`src/verilog/boot_ctl_map.svh`:
```
`ifndef BOOT_CTL_MAP_SVH
`define BOOT_CTL_MAP_SVH
// pin level codes per boot mode pin, as a pair {is_float, level}
`define PIN_LOW          2'h0
`define PIN_HIGH         2'h1
`define PIN_FLOAT        2'h2
// boot mode codes, three pin codes packed msb pin first
`define CODE_SYNC_MUX    6'h20
`define CODE_ASYNC_MUX   6'h21
`define CODE_USB_ONLY    6'h25
`define CODE_ASYNC_SRAM  6'h22
`define CODE_I2C_USB     6'h26
`define CODE_I2C_ONLY    6'h1a
`define CODE_SPI_USB     6'h09
// settle time after weak pull is applied, in ns, and its cycle count at 20 MHz
`define PROBE_SETTLE_NS  200
`define CLK_PERIOD_NS    50
`define PROBE_CYCLES     ((`PROBE_SETTLE_NS + `CLK_PERIOD_NS - 1) / `CLK_PERIOD_NS)
// reset stretch for a whole-device soft reset, in cycles
`define SOFT_HOLD_CYCLES 4
// bits of the processor port init control word
`define INIT_CPU_BIT     0
`define INIT_DEV_BIT     1
`endif

```
`src/verilog/boot_ctl_pkg.sv`:
```
package boot_ctl_pkg;
    typedef enum logic [2:0] {
        BOOT_NONE       = 3'b000,
        BOOT_SYNC_MUX   = 3'b001,
        BOOT_ASYNC_MUX  = 3'b010,
        BOOT_ASYNC_SRAM = 3'b011,
        BOOT_USB        = 3'b100,
        BOOT_I2C        = 3'b101,
        BOOT_SPI        = 3'b110
    } boot_src_type;

    typedef struct packed {
        boot_src_type src;      // primary source
        logic         usb_fb;   // usb fallback on failure
        logic         valid;    // code was a listed one
    } boot_mode_type;
endpackage : boot_ctl_pkg

```
`src/verilog/pin_sync3.sv`:
```
`timescale 1ns/1ps
// three-flop synchroniser; a change is taken once stages two and three agree
module pin_sync3 (
    input  wire logic clk_sys_i,
    input  wire logic rst_n_i,
    input  wire logic d_i,
    output logic      q_o
);
    logic s1_r, s2_r, s3_r;   // chain; s1 only feeds s2

    // sample chain
    always_ff @(posedge clk_sys_i) begin
        if (!rst_n_i) begin
            s1_r <= 1'b0;
            s2_r <= 1'b0;
            s3_r <= 1'b0;
        end else begin
            s1_r <= d_i;
            s2_r <= s1_r;
            s3_r <= s2_r;
        end
    end

    // filtered output moves only on agreement
    always_ff @(posedge clk_sys_i) begin
        if (!rst_n_i) begin
            q_o <= 1'b0;
        end else if (s2_r == s3_r) begin
            q_o <= s3_r;
        end
    end
endmodule : pin_sync3

```
`src/verilog/boot_source_and_reset_control.sv`:
```
//Contract
//- boot source chosen from three tri-level pins
//- F00 sync mux, F01 async mux, F0F sram
//- F11 usb only, 1FF i2c only
//- F1F i2c then usb on failure
//- 0F1 spi then usb on failure
//- all io tristated during hard reset
//- loader configures io by decoded mode afterwards
//- cpu reset restarts pc, keeps firmware
//- device soft reset acts as hard reset
`timescale 1ns/1ps
`include "boot_ctl_map.svh"
module boot_source_and_reset_control
    import boot_ctl_pkg::*;
(
    input  wire logic       clk_sys_i,           // 20 MHz core clock
    input  wire logic       rst_n_i,             // hard reset pin, sync, active low
    input  wire logic [2:0] boot_mode_pins_i,    // pad level of the mode pins
    input  wire logic [1:0] processor_port_init_control_i, // soft reset request bits
    input  wire logic       loader_done_i,       // loader reports image loaded
    input  wire logic       loader_fail_i,       // loader reports primary failed
    output logic [2:0]      mode_pull_en_o,      // weak pull enable on mode pins
    output logic [2:0]      mode_pull_up_o,      // pull direction, 1 = up
    output logic            io_oe_allow_o,       // gate on all io output enables
    output logic            cpu_rst_n_o,         // processor reset, active low
    output logic            fw_valid_o,          // firmware present in memory
    output boot_mode_type   boot_mode_o,         // decoded mode, held
    output boot_src_type    active_src_o,        // source loader is using now
    output logic            loader_run_o         // loader owns the io
);

////////////////////////////////////////////////////////////////////////////////
// synchronise pads
    logic [2:0] pin_s;   // filtered mode pins
    logic       req_cpu_s;
    logic       req_dev_s;

    for (genvar g = 0; g < 3; g++) begin : g_pin
        pin_sync3 u_sync (
            .clk_sys_i (clk_sys_i),
            .rst_n_i   (rst_n_i),
            .d_i       (boot_mode_pins_i[g]),
            .q_o       (pin_s[g])
        );
    end
    // requests come from processor logic on this clock, no sync needed
    assign req_cpu_s = processor_port_init_control_i[`INIT_CPU_BIT];
    assign req_dev_s = processor_port_init_control_i[`INIT_DEV_BIT];

////////////////////////////////////////////////////////////////////////////////
// decode helper
    function automatic boot_mode_type decode_mode(input logic [5:0] code);
        boot_mode_type m;
        m = '{src: BOOT_NONE, usb_fb: 1'b0, valid: 1'b1};
        case (code)
            `CODE_SYNC_MUX:   m.src = BOOT_SYNC_MUX;
            `CODE_ASYNC_MUX:  m.src = BOOT_ASYNC_MUX;
            `CODE_ASYNC_SRAM: m.src = BOOT_ASYNC_SRAM;
            `CODE_USB_ONLY:   m.src = BOOT_USB;
            `CODE_I2C_ONLY:   m.src = BOOT_I2C;
            `CODE_I2C_USB: begin
                m.src    = BOOT_I2C;
                m.usb_fb = 1'b1;
            end
            `CODE_SPI_USB: begin
                m.src    = BOOT_SPI;
                m.usb_fb = 1'b1;
            end
            default: m.valid = 1'b0;                   // unlisted: no boot
        endcase
        return m;
    endfunction : decode_mode

////////////////////////////////////////////////////////////////////////////////
// sequencer: probe pins high, probe low, then run loader
    typedef enum logic [2:0] {
        ST_RESET  = 3'b000,
        ST_PROBEH = 3'b001,
        ST_PROBEL = 3'b010,
        ST_LOAD   = 3'b011,
        ST_RUN    = 3'b100,
        ST_HOLD   = 3'b101
    } seq_state_type;

    seq_state_type seq_r;
    logic [3:0]    cnt_r;       // settle / hold counter
    logic [2:0]    hi_r;        // pin level with pull-up
    logic          fb_used_r;   // fallback already taken

    localparam logic [3:0] PROBE_N = 4'(`PROBE_CYCLES);
    localparam logic [3:0] HOLD_N  = 4'(`SOFT_HOLD_CYCLES);

    // main sequence; device soft reset re-enters probing like a hard reset
    always_ff @(posedge clk_sys_i) begin
        if (!rst_n_i) begin
            seq_r <= ST_RESET;
            cnt_r <= 4'h0;
        end else begin
            case (seq_r)
                ST_RESET: begin
                    seq_r <= ST_PROBEH;
                    cnt_r <= 4'h0;
                end
                ST_PROBEH, ST_PROBEL: begin
                    // wait for pulls to settle before sampling
                    if (cnt_r == PROBE_N + 4'h3) begin
                        seq_r <= (seq_r == ST_PROBEH) ? ST_PROBEL : ST_LOAD;
                        cnt_r <= 4'h0;
                    end else begin
                        cnt_r <= cnt_r + 4'h1;
                    end
                end
                ST_LOAD: begin
                    if (loader_done_i) seq_r <= ST_RUN;
                end
                ST_RUN: begin
                    if (req_dev_s) begin
                        seq_r <= ST_HOLD;
                        cnt_r <= 4'h0;
                    end
                end
                ST_HOLD: begin
                    if (cnt_r == HOLD_N - 4'h1) seq_r <= ST_RESET;
                    else cnt_r <= cnt_r + 4'h1;
                end
                default: seq_r <= ST_RESET;
            endcase
        end
    end

    // capture tri-level pins: pull-up read, then pull-down read
    // extra 3 cycles cover the synchroniser latency
    always_ff @(posedge clk_sys_i) begin
        if (!rst_n_i) begin
            hi_r        <= 3'h0;
            boot_mode_o <= '{src: BOOT_NONE, usb_fb: 1'b0, valid: 1'b0};
        end else if (seq_r == ST_PROBEH && cnt_r == PROBE_N + 4'h3) begin
            hi_r <= pin_s;
        end else if (seq_r == ST_PROBEL && cnt_r == PROBE_N + 4'h3) begin
            // held until a hard reset, or until recaptured here after a device soft reset
            boot_mode_o <= decode_mode({hi_r[2] & ~pin_s[2], hi_r[2] & pin_s[2],
                                        hi_r[1] & ~pin_s[1], hi_r[1] & pin_s[1],
                                        hi_r[0] & ~pin_s[0], hi_r[0] & pin_s[0]});
        end
    end

    // pulls: up in first probe, down in second
    always_ff @(posedge clk_sys_i) begin
        if (!rst_n_i) begin
            mode_pull_en_o <= 3'h0;
            mode_pull_up_o <= 3'h0;
        end else begin
            mode_pull_en_o <= {3{seq_r == ST_PROBEH || seq_r == ST_PROBEL}};
            mode_pull_up_o <= {3{seq_r == ST_PROBEH}};
        end
    end

    // active source with usb fallback on failure
    always_ff @(posedge clk_sys_i) begin
        if (!rst_n_i || seq_r == ST_RESET) begin
            active_src_o <= BOOT_NONE;
            fb_used_r    <= 1'b0;
        end else if (seq_r == ST_PROBEL && cnt_r == PROBE_N + 4'h3) begin
            active_src_o <= BOOT_NONE;
        end else if (seq_r == ST_LOAD && active_src_o == BOOT_NONE && !fb_used_r) begin
            active_src_o <= boot_mode_o.src;
        end else if (seq_r == ST_LOAD && loader_fail_i && boot_mode_o.usb_fb && !fb_used_r) begin
            active_src_o <= BOOT_USB;
            fb_used_r    <= 1'b1;
        end
    end

    // io gating and loader ownership
    always_ff @(posedge clk_sys_i) begin
        if (!rst_n_i) begin
            io_oe_allow_o <= 1'b0;
            loader_run_o  <= 1'b0;
        end else begin
            io_oe_allow_o <= (seq_r == ST_LOAD || seq_r == ST_RUN);
            loader_run_o  <= (seq_r == ST_LOAD);
        end
    end

    // cpu reset: held outside run, pulsed by cpu soft reset
    always_ff @(posedge clk_sys_i) begin
        if (!rst_n_i) begin
            cpu_rst_n_o <= 1'b0;
        end else begin
            cpu_rst_n_o <= (seq_r == ST_RUN) && !req_cpu_s && !req_dev_s;
        end
    end

    // firmware retained across cpu reset, lost on device reset
    always_ff @(posedge clk_sys_i) begin
        if (!rst_n_i) begin
            fw_valid_o <= 1'b0;
        end else if (seq_r == ST_HOLD || seq_r == ST_RESET) begin
            fw_valid_o <= 1'b0;
        end else if (seq_r == ST_LOAD && loader_done_i) begin
            fw_valid_o <= 1'b1;
        end
    end
endmodule : boot_source_and_reset_control

```
`config.mk`:
```
export PLATFORM = sky130hd
export DESIGN_NAME = boot_source_and_reset_control
export DESIGN_NICKNAME = d
export VERILOG_FILES = /design/src/verilog/boot_ctl_pkg.sv /design/src/verilog/pin_sync3.sv /design/src/verilog/boot_source_and_reset_control.sv
export VERILOG_INCLUDE_DIRS = /design/src /design/src/verilog
export SDC_FILE = /design/constraint.sdc
export NUM_CORES = 1
export LEC_CHECK = 0
export BUFFER_PORTS_ARGS = -buffer_cell sky130_fd_sc_hd__buf_2
export CORE_MARGIN = 10
export CORE_UTILIZATION = 60
export CTS_BUF_LIST = sky130_fd_sc_hd__clkbuf_4 sky130_fd_sc_hd__clkbuf_8
export DETAILED_ROUTE_END_ITERATION = 12
export PLACE_DENSITY_LB_ADDON = 0.15
export SETUP_SLACK_MARGIN = 0.15
export SYNTH_ARGS = -nofsm -noshare
export SYNTH_HDL_FRONTEND = slang
export SYNTH_SLANG_ARGS = --single-unit
```
`constraint.sdc`:
```
create_clock -name clk_sys_i -period 3.19 [get_ports clk_sys_i]
set_clock_uncertainty 0.05 [all_clocks]
set_input_delay 0.638 -clock clk_sys_i [delete_from_list [all_inputs] [get_ports clk_sys_i]]
set_output_delay 0.638 -clock clk_sys_i [all_outputs]
set_load 0.02 [all_outputs]
```
Word-level counts from Yosys, hierarchy flattened:

Index checks and enable logic that the tools add are counted.

* ROM bits: 0
* bits in registers: 37
* memory bits (writable): 0
* memories: 0
* latch bits: 0
* input port bits: 9

* divide/modulo/power cells: 0
* shift operators: 0
* $add $sub $neg: 1
* equal/unequal tests: 22
* reduce and logical (&&, ||, !) cells: 32
* $mul: 0
* mux-type cells: 15
* $lt $le $gt $ge: 0
* bitwise gates (word level): 13

Operators with widths (count)
* equality test 6 bit (second input constant): 5
* 2-to-1 mux 3 bit: 6
* case mux 3 bit (6 select lines): 1
* case mux 4 bit (4 select lines): 1
* case mux 3 bit (5 select lines): 1
* 2-to-1 mux 4 bit: 3
* logical AND 1 bit: 10
* != test 2 bit (second input constant): 5
* OR reduction 2 bit: 5
* inverter 1 bit: 7
* OR reduction 7 bit: 1
* AND 1 bit: 6
* equality test 3 x 2 -> 1 bit (second input constant): 2
* equality test 3 bit (second input constant): 2
* equality test 6 x 4 -> 1 bit (second input constant): 1
* equality test 6 x 5 -> 1 bit (second input constant): 1
* zero test 3 bit: 2
* AND reduction 3 bit: 2
* adder 4 x 1 -> 4 bit (second input constant): 1
* equality test 4 x 2 -> 1 bit (second input constant): 1
* equality test 4 x 3 -> 1 bit (second input constant): 1
* zero test 1 bit: 4
* logical OR 1 bit: 4
* AND reduction 4 bit: 1
* 6 further kinds: 10

Depth between registers and ports, before layout:

Gate-level depths: netlist (run 1).

* depth in word-level cells: 6
* gate-level depth with buffers: 6
* mapped depth without buffers: 5

Cells and area by module:

From an unflattened synthesis (run 1), not the netlist that was laid out.

* cell total of the unflattened synthesis: 178
* area total of the unflattened synthesis: 1666.6 sq um

Modules (own cells, without submodules)
* boot_source_and_reset_control: times used 1, cells each 148, sequential area each 500.5 sq um, area each 1317.5 sq um
* pin_sync3: times used 3, cells each 10, sequential area each 80.1 sq um, area each 116.4 sq um

Worst setup path after synthesis (run 1):

No wires, ideal clock.

* kind: input to register
* from: in rst_n_i
* to: reg boot_mode_o[1] (netlist bit)
* cell stages on the path: 4
* buffers on the path: 2
* data arrival time: 1.471 ns
* library setup time: 0.071 ns
* slack: 1.598 ns
* data required time: 3.069 ns
* cells stage by stage: clkbuf_1 -> clkinv_1 -> clkbuf_1 -> a21oi_1

RTL lines
* from (decl): RTL line boot_source_and_reset_control.sv:17 `input wire logic rst_n_i,`
* to (signal assigned): RTL line boot_source_and_reset_control.sv:136 `boot_mode_o <= '{src: BOOT_NONE, usb_fb: 1'b0, valid: 1'b0};`
* to (signal assigned): RTL line boot_source_and_reset_control.sv:141 `boot_mode_o <= decode_mode({hi_r[2] & ~pin_s[2], hi_r[2] & pin_s[2],`
* to (decl): RTL line boot_source_and_reset_control.sv:27 `output boot_mode_type boot_mode_o,`

No word-level cell between the ends.

Worst setup path in the final report (run 1):

* from: reg seq_r[1]
* to: reg boot_mode_o[3] (netlist bit)

* longest elaborated chain between the ends: 4
* elaborated cells between the ends (all ways): 6
* those cells by class: eq/ne: 2; bitwise: 1; reduce/logical: 3

Ends and longest elaborated chain
* from (decl): RTL line boot_source_and_reset_control.sv:85 `seq_state_type seq_r;`
* from (signal assigned): RTL line boot_source_and_reset_control.sv:107 `seq_r <= (seq_r == ST_PROBEH) ? ST_PROBEL : ST_LOAD;`
* equality test 3 x 1 -> 1 bit: RTL line boot_source_and_reset_control.sv:137 `end else if (seq_r == ST_PROBEH && cnt_r == PROBE_N + 4'h3) begin`
* logical AND 1 bit: RTL line boot_source_and_reset_control.sv:137
* inverter 1 bit (no source line)
* AND reduction 2 bit (no source line) *

Mark *: on every way between the ends. The rest lies on a longest branch, timed or not.
A chain may end at the register's enable or synchronous reset.

==> run metrics, run 1 <==
Startpoint Class register; Synth Instances 180; DP Area around 1700 µm²; clock transition at the registers of the reported paths approximately 100 ps; CP top delay family simple AND/OR/NAND/NOR gates; CTS tree done; largest net degree at the start of global routing 20; port bufs 26; initial core utilization about 64%; DR DRC count 0; Crit Path Max Fanout 16; I/O pin count 27; CP max stage cell dfxtp_1; clk buf depth 2; crit path buf inv count 0; Setup CP Type reg -> reg; Syn. warnings 0; DRT Pass-1 Iters 4; row count 18; Final setup viols 0; most frequent cells after synthesis 37 x dfxtp_1, 16 x a21oi_1, 14 x nor2_1; worst min path class in -> reg; Max Cap Viol 0; GPL Wtd Cong ~0.86; Layout area overhead 10.4%; CP Data Required Time approximately 3400 ps; final instance area 1810 µm²; Fmax around 540 MHz; Pins Over Slew Limit 0; Wirelength per Cell between 10 and 15 µm; core footprint approximately 2500 µm²; Fin. Hold Viols 0; placed insts about 220; setup_tns 0 ps; Post-CTS Resized 0; pre-CTS setup slack approximately 1200 ps; Setup Fix Bufs, Post-CTS 0; GRT Util Overall a little over an eighth; Synth async-reset ratio 0%; Cell Pwr Density a little over 500 nW/µm²; TritonCTS Buffers 5; total congestion overflow 0; Worst Setup End Kind register; die area 5220 µm²; library cells used by synthesis 45; reg2reg start seq_r[1]; post-synthesis area per instance 9.09 µm²; post-layout min period between 1500 and 2000 ps; final non-filler cell total 232; DR iter-0 viols 110; worst vdd ir between 0.0004 and 0.0005 V; Slew @ Worst Pin between 500 and 600 ps; Worst setup startpoint seq_r[1]; ANT cells 0; Post-Route WL between 3 and 4 mm; Synth top area share 45.3%; main flop type after synthesis dfxtp_1; fin crit share 58.0%; Clock Sinks 37; CTS hold repair buffers 0; HPWL after detailed placement about 2.4 mm; Leakage about 0.75 nW; top post-synthesis cells by area dfxtp_1 45%, a21oi_1 4.9%, and2_1 4.2%; synthesized area roughly 1600 µm²; sequential area share after synthesis 45.3%; vias in the first global route roughly 1300; Post-synth EDFFs 0; Die W approximately 72 µm; share of layout cells above drive strength 1 20.3%; Worst path max stage delay roughly 640 ps; Max-slew headroom 63.1%; Syn Nets 190; Routed Antenna Nets 0; DR vias/cell 5.88; post-synth top area cell dfxtp_1; clock root buffer clkbuf_4; initial antenna violation count 0; worst skew pair latency around 340 ps; status finished clean; most frequent cell after synthesis dfxtp_1; Die Y 72.2 µm; first-pass GRT wire length around 5.6 mm; Final #Nets roughly 210; CP Data Arrival Time between 2000 and 2500 ps; hold path start processor_port_init_control_i[0]; RSZ-0062 raised after global routing no; Yosys reg bits 37; post-route setup slack between 1000 and 1500 ps; Via Count ~1400; H-tree levels 2; cell chain of the critical path nor3b_2 > nand3_1 > and2_0 > o21a_1
==> where the power goes <==
part | internal [mW] | switching, mW | total (mW)
Clock | 0.128 | 0.147 | 0.275
Sequential | 0.482 | 0.0278 | 0.510
Combinational | 0.0567 | 0.0815 | 0.138
Total | 0.666 | 0.257 | 0.923
==> final timing paths <==
check | end | slack, ps | cells past startpoint
max reg2reg | boot_mode_o[3] | 1340 | 4
max | boot_mode_o[3] | 1340 | 4
min reg2reg | g_pin[0].u_sync.s2_r | 410 | 1
min | cpu_rst_n_o | 390 | 2
==> worst reg2reg max path, stage by stage (launching register included) <==
cell     delay (ps)
dfxtp_1         640
nor3b_2         430
nand3_1         230
and2_0          220
o21a_1          170
==> cell families (layout without fill, tap and decap cells) <==
group / Yosys count / in the layout / synth area share (%)
compound gates: 43 / 43 / 17.7
xor+xnor: 2 / 2 / 1.53
fa+ha+maj: 1 / 1 / 0.764
buf+inv: 15 / 37 / 4.82
flops: 37 / 37 / 45.3
mux: 5 / 5 / 3.13
simple gates: 77 / 77 / 26.8
==> cells in the final DEF, fill, tap and decap left out, drive strengths merged, types with 2 or more instances in the layout <==
master  count
dfxtp      37
buf        26
a21oi      16
nor2       14
and2       12
nand2       8
o21ai       8
nor3        8
clkbuf      7
nor2b       6
nand3       6
nand2b      5
nand3b      4
mux2i       4
a22oi       4
a31oi       3
nor3b       3
and2b       2
nand4b      2
inv         2
and3        2
a32o        2
clkinv      2
or2         2
==> state kept, by name (all words and copies together) (netlist names), 3 cells and up <==
name and count:
boot_mode_o 5, cnt_r 4, active_src_o 3, g_pin.u_sync.q_o 3, g_pin.u_sync.s1_r 3, g_pin.u_sync.s2_r 3
g_pin.u_sync.s3_r 3, hi_r 3, seq_r 3
==> routing by layer <==
layer | GRT usage [%] | share of wire [%] | vias up
met3 | 5.44 | 9.3 | 9
met4 | 8.17 | 2.5 | 0
li1 | - | - | 679
met1 | 13.5 | 42 | 625
met5 | 0 | 0 | -
met2 | 22.0 | 46 | 51
==> final cells by class <==
class	count	area (µm²)
clock buffer	7	65.1
multi-input combinational	128	817
fill	204	738
tap	30	37.5
sequential	37	741
inverter	3	11.3
timing repair buffer	26	130
clock inverter	1	5.00
==> through the flow <==
stage	power, mW	util (%)	hold slack [ps]
2_1_floorplan	0.633	-	362
3_3_place_gp	0.653	68.2	373
3_5_place_dp	0.658	68.2	379
4_1_cts	0.930	71.0	387
5_1_grt	0.970	71.0	401
6_report	0.923	71.0	393
No activity file was read; power rests on OpenSTA's default activity.
==> run 2, diff against run 1 <==
ABC_AREA = 1   (was default)
CORE_UTILIZATION = 57   (was 60)
clock period = 1.8 ns   (was 3.19 ns; I/O delays follow)
==> run 2 against run 1 <==
Combinational power increased to 4.6 times the previous value. Utilization down 5.9 points. Clock-buffer cell count did not move. Worst hold slack got worse by 270 ps. Design area fell by 2.4%. Die area grew 1.0%. First-iteration DRC count shrank 2.7%. Power is 120% higher.
==> run metrics, run 2 <==
CTS tree done; die area 5270 µm²; worst skew pair latency roughly 330 ps; Max Cap Viol 0; Fin. Hold Viols 0; Layout area overhead 11.8%; max reg flops 5; post-synth top area cell dfxtp_1; Adder-Cell Fraction of Synth Area less than 1%; post-layout min period approximately 1400 ps; Worst Setup End Kind register; I/O pin count 27; main flop type after synthesis dfxtp_1; clock root buffer clkbuf_4; Final #Nets between 200 and 250; CP Data Required Time about 2000 ps; biggest regs boot_mode_o (5), cnt_r (4); Simple-Gate Fraction of Synth Area a little over a quarter; CP max stage cell dfxtp_1; DP Area roughly 1700 µm²; Clock Sinks 37; synthesized area around 1600 µm²; worst vdd ir around 0.00088 V; H-tree levels 2; DR iter-0 viols ~110; Crit Path Max Fanout 5; Routed Antenna Nets 0; cell chain of the critical path ha_1 > nand3_2 > nor2_4 > nor2_1 > inv_1 > o22ai_1 > and2_1; fill cell count ~250; Cell Pwr Density approximately 1200 nW/µm²; library cells used by synthesis 29; Pins Over Slew Limit 0; initial core utilization between 50% and 60%; Post-Synth XOR/XNOR Area 0.556%; Synth Area in Compound Gates approximately 14%; reg2reg setup slack roughly 360 ps; Synth Instances approximately 210; GPL Wtd Cong 0.827; HPWL after detailed placement ~2.3 mm; largest net degree at the start of global routing 23; multiplexer area fraction after synthesis 0%; Syn Nets about 220; Synth async-reset ratio 0%; final instance area ~1800 µm²; vias in the first global route between 1000 and 1500; Max-slew headroom between 70% and 80%; DR DRC count 0; setup_tns 0 ps; CP Data Arrival Time ~1600 ps; Reg-to-Reg End fb_used_r; core footprint 2710 µm²; worst min path class in -> reg; CP top delay family simple AND/OR/NAND/NOR gates; reg2reg start cnt_r[0]; most frequent cell after synthesis nand2_1; Final setup viols 0; Startpoint Class register; GRT Util Overall between 10% and 20%; clock transition at the registers of the reported paths roughly 100 ps; Post-synth EDFFs 0; row count 19; Synth top area share between 40% and 50%; Fmax 696 MHz; most common cell after layout, fill and taps aside nand2_1; post-synthesis area per instance 7.47 µm²; Wirelength per Cell ~12 µm; CTS hold repair buffers 0; largest family of logic cells by synthesized area simple AND/OR/NAND/NOR gates; worst-case reg-to-reg path depth 7; Slew @ Worst Pin 444 ps; top post-synthesis cells by area dfxtp_1 47%, nand2_1 10%, inv_1 6.4%; sequential area share after synthesis 47.0%; Die W between 70 and 80 µm; Via Count approximately 1400; Leakage ~0.86 nW; Hold Crit Depth 2; Worst path max stage delay 390 ps; initial antenna violation count 0; RSZ-0062 raised after global routing no; status finished clean; Syn. warnings 0; Post-Route WL between 3 and 4 mm; Die Y 72.6 µm; DRT Pass-1 Iters 4; first-pass GRT wire length around 5.4 mm; total congestion overflow 0; port bufs 26; Yosys reg bits 37; hold path start processor_port_init_control_i[0]; DR vias/cell between 5 and 6; share of layout cells above drive strength 1 a little under a quarter; fin crit share approximately 80%; TritonCTS Buffers 5; most frequent cells in the layout 43 x nand2_1, 35 x dfxtp_1, 27 x inv_1; WHS Endpoint cpu_rst_n_o; ANT cells 0; Biggest register boot_mode_o; Setup CP Type reg -> reg; clk buf depth 2; crit path buf inv count 1; most frequent cells after synthesis 43 x nand2_1, 37 x dfxtp_1, 27 x inv_1
## run 2: layer usage
layer  vias up  part of all wire, %  global-route usage [%]
li1        716                    -                       -
met1       616                   43                    13.5
met2        39                   47                    20.4
met3         5                  8.8                    5.99
met4         0                  1.3                    4.85
met5         -                    0                       0
## run 2: final cells by class
cell class              count  area [µm²]  share of cell area (%)
clock buffers               7        58.8                    3.34
inverters                  30         113                    6.39
multi-input cells         135         664                    37.7
flip-flops and latches     37         743                    42.2
well taps                  31        38.8                    2.20
repair buffers             28         145                    8.23
## run 2: cell families after synthesis
family | count (synthesis)
XOR/XNOR | 1
AO/OA/AOI/OAI | 39
adder cells (fa/ha/maj) | 1
AND/OR/NAND/NOR | 94
flip-flops | 37
buffers and inverters | 39
## run 2: worst register-to-register path: stages (launching register included)
cell	delay [ps]
dfxtp_1	390
ha_1	250
nand3_2	140
nor2_4	150
nor2_1	70
inv_1	100
o22ai_1	70
and2_1	130
## run 2: worst max path at each step
stage                     end  cells past startpoint  startpoint  slack (ps)
floorplan           fb_used_r                      7    cnt_r[0]         380
global placement    fb_used_r                      7    cnt_r[0]         310
detailed placement  fb_used_r                      7    cnt_r[0]         260
CTS                 fb_used_r                      7    cnt_r[0]         240
global route         seq_r[2]                      7    cnt_r[0]         180
finish              fb_used_r                      7    cnt_r[0]         360
## run 2: power breakdown
part           leakage, nW  switching [mW]  internal (mW)
Clock               0.0348           0.247          0.199
Combinational        0.527           0.422          0.207
Sequential           0.301          0.0913          0.897
Total                0.864           0.760           1.30
## run 2: per-stage QoR
stage	total power [mW]	hold slack (ps)	cells	setup WS [ps]	utilization, %
6_report	2.06	119	268	363	65.1
5_1_grt	2.22	104	268	179	65.1
4_1_cts	2.08	114	266	241	64.2
3_5_place_dp	1.63	354	259	257	62.0
3_3_place_gp	1.60	350	259	315	62.0
2_1_floorplan	1.53	340	211	381	-
## run 2: timing repair
action	in CTS	in global routing
setup buffers	0	2
gates resized for setup	0	3
endpoints found under the setup margin	0	5
==> run 3, diff against run 2 <==
CORE_UTILIZATION = 51   (was 57)
clock period = 1.2 ns   (was 1.8 ns; I/O delays follow)
==> run 3 against run 2 <==
Worst hold slack better by 9.6 ps. Cell count up 17%. Design area up 47%. Sequential share of layout area down 12 points. Critical path depth unchanged. Combinational power rose to 3.4 times the previous value. Global-route usage up 2.1 points. Clock-buffer cell count down 2. Register-to-register slack worse by 550 ps. Clock power up 100%. The flow now finishes with violations (negative setup slack).
==> run metrics, run 3 (synthesis results as in run 2) <==
most frequent cells in the layout 33 x nand2_1, 29 x buf_4, 28 x buf_6; Startpoint Class register; Pins Over Slew Limit 0; Worst Setup End Kind register; DR iter-0 viols 173; hold path start loader_done_i; Biggest register boot_mode_o; clk buf depth 2; worst-case reg-to-reg path depth 7; Setup CP Type reg -> reg; row count 20; H-tree levels 2; Die W ~76 µm; Reg-to-Reg End seq_r[0]; reg2reg setup slack -190 ps; CP max stage cell dfxtp_2; failing checks negative setup slack; cell chain of the critical path ha_4 > nand2_1 > nand2_2 > buf_4 > nand3_4 > nor2_1 > nor2_1; worst skew pair latency roughly 360 ps; RSZ-0062 raised after global routing yes; GPL Wtd Cong roughly 0.83; post-layout min period 1390 ps; post-route setup slack -186 ps; Routed Antenna Nets 0; first-pass GRT wire length 6.33 mm; Most common cell on crit path nor2_1; Clock Sinks 37; Final setup viols 16; DR DRC count 0; pre-CTS setup slack -164 ps; Max-slew headroom about four fifths; Via Count around 1700; total congestion overflow 0; max reg flops 5; Leakage between 1 and 1.5 nW; final non-filler cell total 313; CP Data Required Time ~1400 ps; Hold Crit Depth 3; clock transition at the registers of the reported paths approximately 120 ps; Cell Pwr Density around 1800 nW/µm²; status finished with violations; CP Data Arrival Time around 1600 ps; clock root buffer clkbuf_4; DRT Pass-1 Iters 4; CTS tree done; Fin Hold WS approximately 130 ps; Die Y approximately 76 µm; Slew @ Worst Pin 323 ps; Fin. Hold Viols 0; share of layout cells above drive strength 1 a little under three fifths; largest net degree at the start of global routing 16; core footprint around 3000 µm²; placed insts ~280; fill cell count between 100 and 150; biggest regs boot_mode_o (5), cnt_r (4); worst min path class in -> reg; I/O pin count 27; crit path buf inv count 1; Worst path max stage delay 370 ps; CP top delay family simple AND/OR/NAND/NOR gates; worst vdd ir between 0.001 and 0.0015 V; ANT cells 0; Post-Route WL around 5.3 mm; TritonCTS Buffers 5; vias in the first global route roughly 1500; DR vias/cell between 5 and 6; Post-Route Utilization 86.5%; die area roughly 5700 µm²; WHS Endpoint fw_valid_o; Final #Nets 289; Fmax about 720 MHz; initial core utilization a little over half; Layout area overhead 64.8%; Crit Path Max Fanout 3; reg2reg start cnt_r[1]; initial antenna violation count 0; port bufs 26; HPWL after detailed placement 2.37 mm; GRT Util Overall about 15%; Max Cap Viol 0; Wirelength per Cell around 17 µm; most common cell after layout, fill and taps aside nand2_1; fin crit share 116%; setup_tns -1510 ps
-- run 3: area by class of cell --
| class | count | area, µm² | share of cell area (%) |
|---|---|---|---|
| clock buffer | 5 | 37.5 | 1.44 |
| sequential | 37 | 787 | 30.3 |
| multi-input combinational | 135 | 928 | 35.7 |
| clock inverter | 3 | 46.3 | 1.78 |
| timing repair buffer | 70 | 633 | 24.4 |
| tap | 33 | 41.3 | 1.59 |
| inverter | 30 | 125 | 4.81 |
-- run 3: worst max-delay path by stage --
stage | start | end | slack, ps | cells past startpoint
after floorplan | seq_r[2] | fb_used_r | -40 | 8
after global placement | seq_r[0] | seq_r[1] | -170 | 6
after detailed placement | seq_r[0] | seq_r[1] | -160 | 6
after CTS | seq_r[0] | seq_r[1] | -30 | 8
after global routing | seq_r[0] | boot_mode_o[3] | -230 | 7
final | cnt_r[1] | seq_r[0] | -190 | 7
-- run 3: power by group --
group | switching, mW | internal (mW)
clock network | 0.464 | 0.441
logic | 1.11 | 1.01
registers | 0.232 | 1.38
-- run 3: stage by stage --
step	instance area (µm²)	power, mW
CTS	2350	4.19
floorplan	1620	2.35
finish	2600	4.64
global route	2600	4.82
detailed placement	1900	2.74
global placement	1900	2.76
-- run 3: timing repair --
action                                  4_1_cts  5_1_grt
hold endpoints to repair                      3        1
endpoints found under the setup margin       42       41
hold buffers                                  3        1
pin swaps                                     6       13
buffers inserted                              9        8
resized for setup                            92       51
-- run 3: tightest hold or removal path: stages --
cell      delay [ps]
buf_2            130
nand2_2           90
a211oi_2          60
-- run 3: per-layer routing --
metal / up-vias / GRT usage (%) / share of wire [%]
met5: - / 0 / 0
met4: 0 / 6.39 / 2.8
met3: 16 / 4.82 / 5.5
met2: 69 / 26.3 / 51
met1: 811 / 14.9 / 40
li1: 801 / - / -
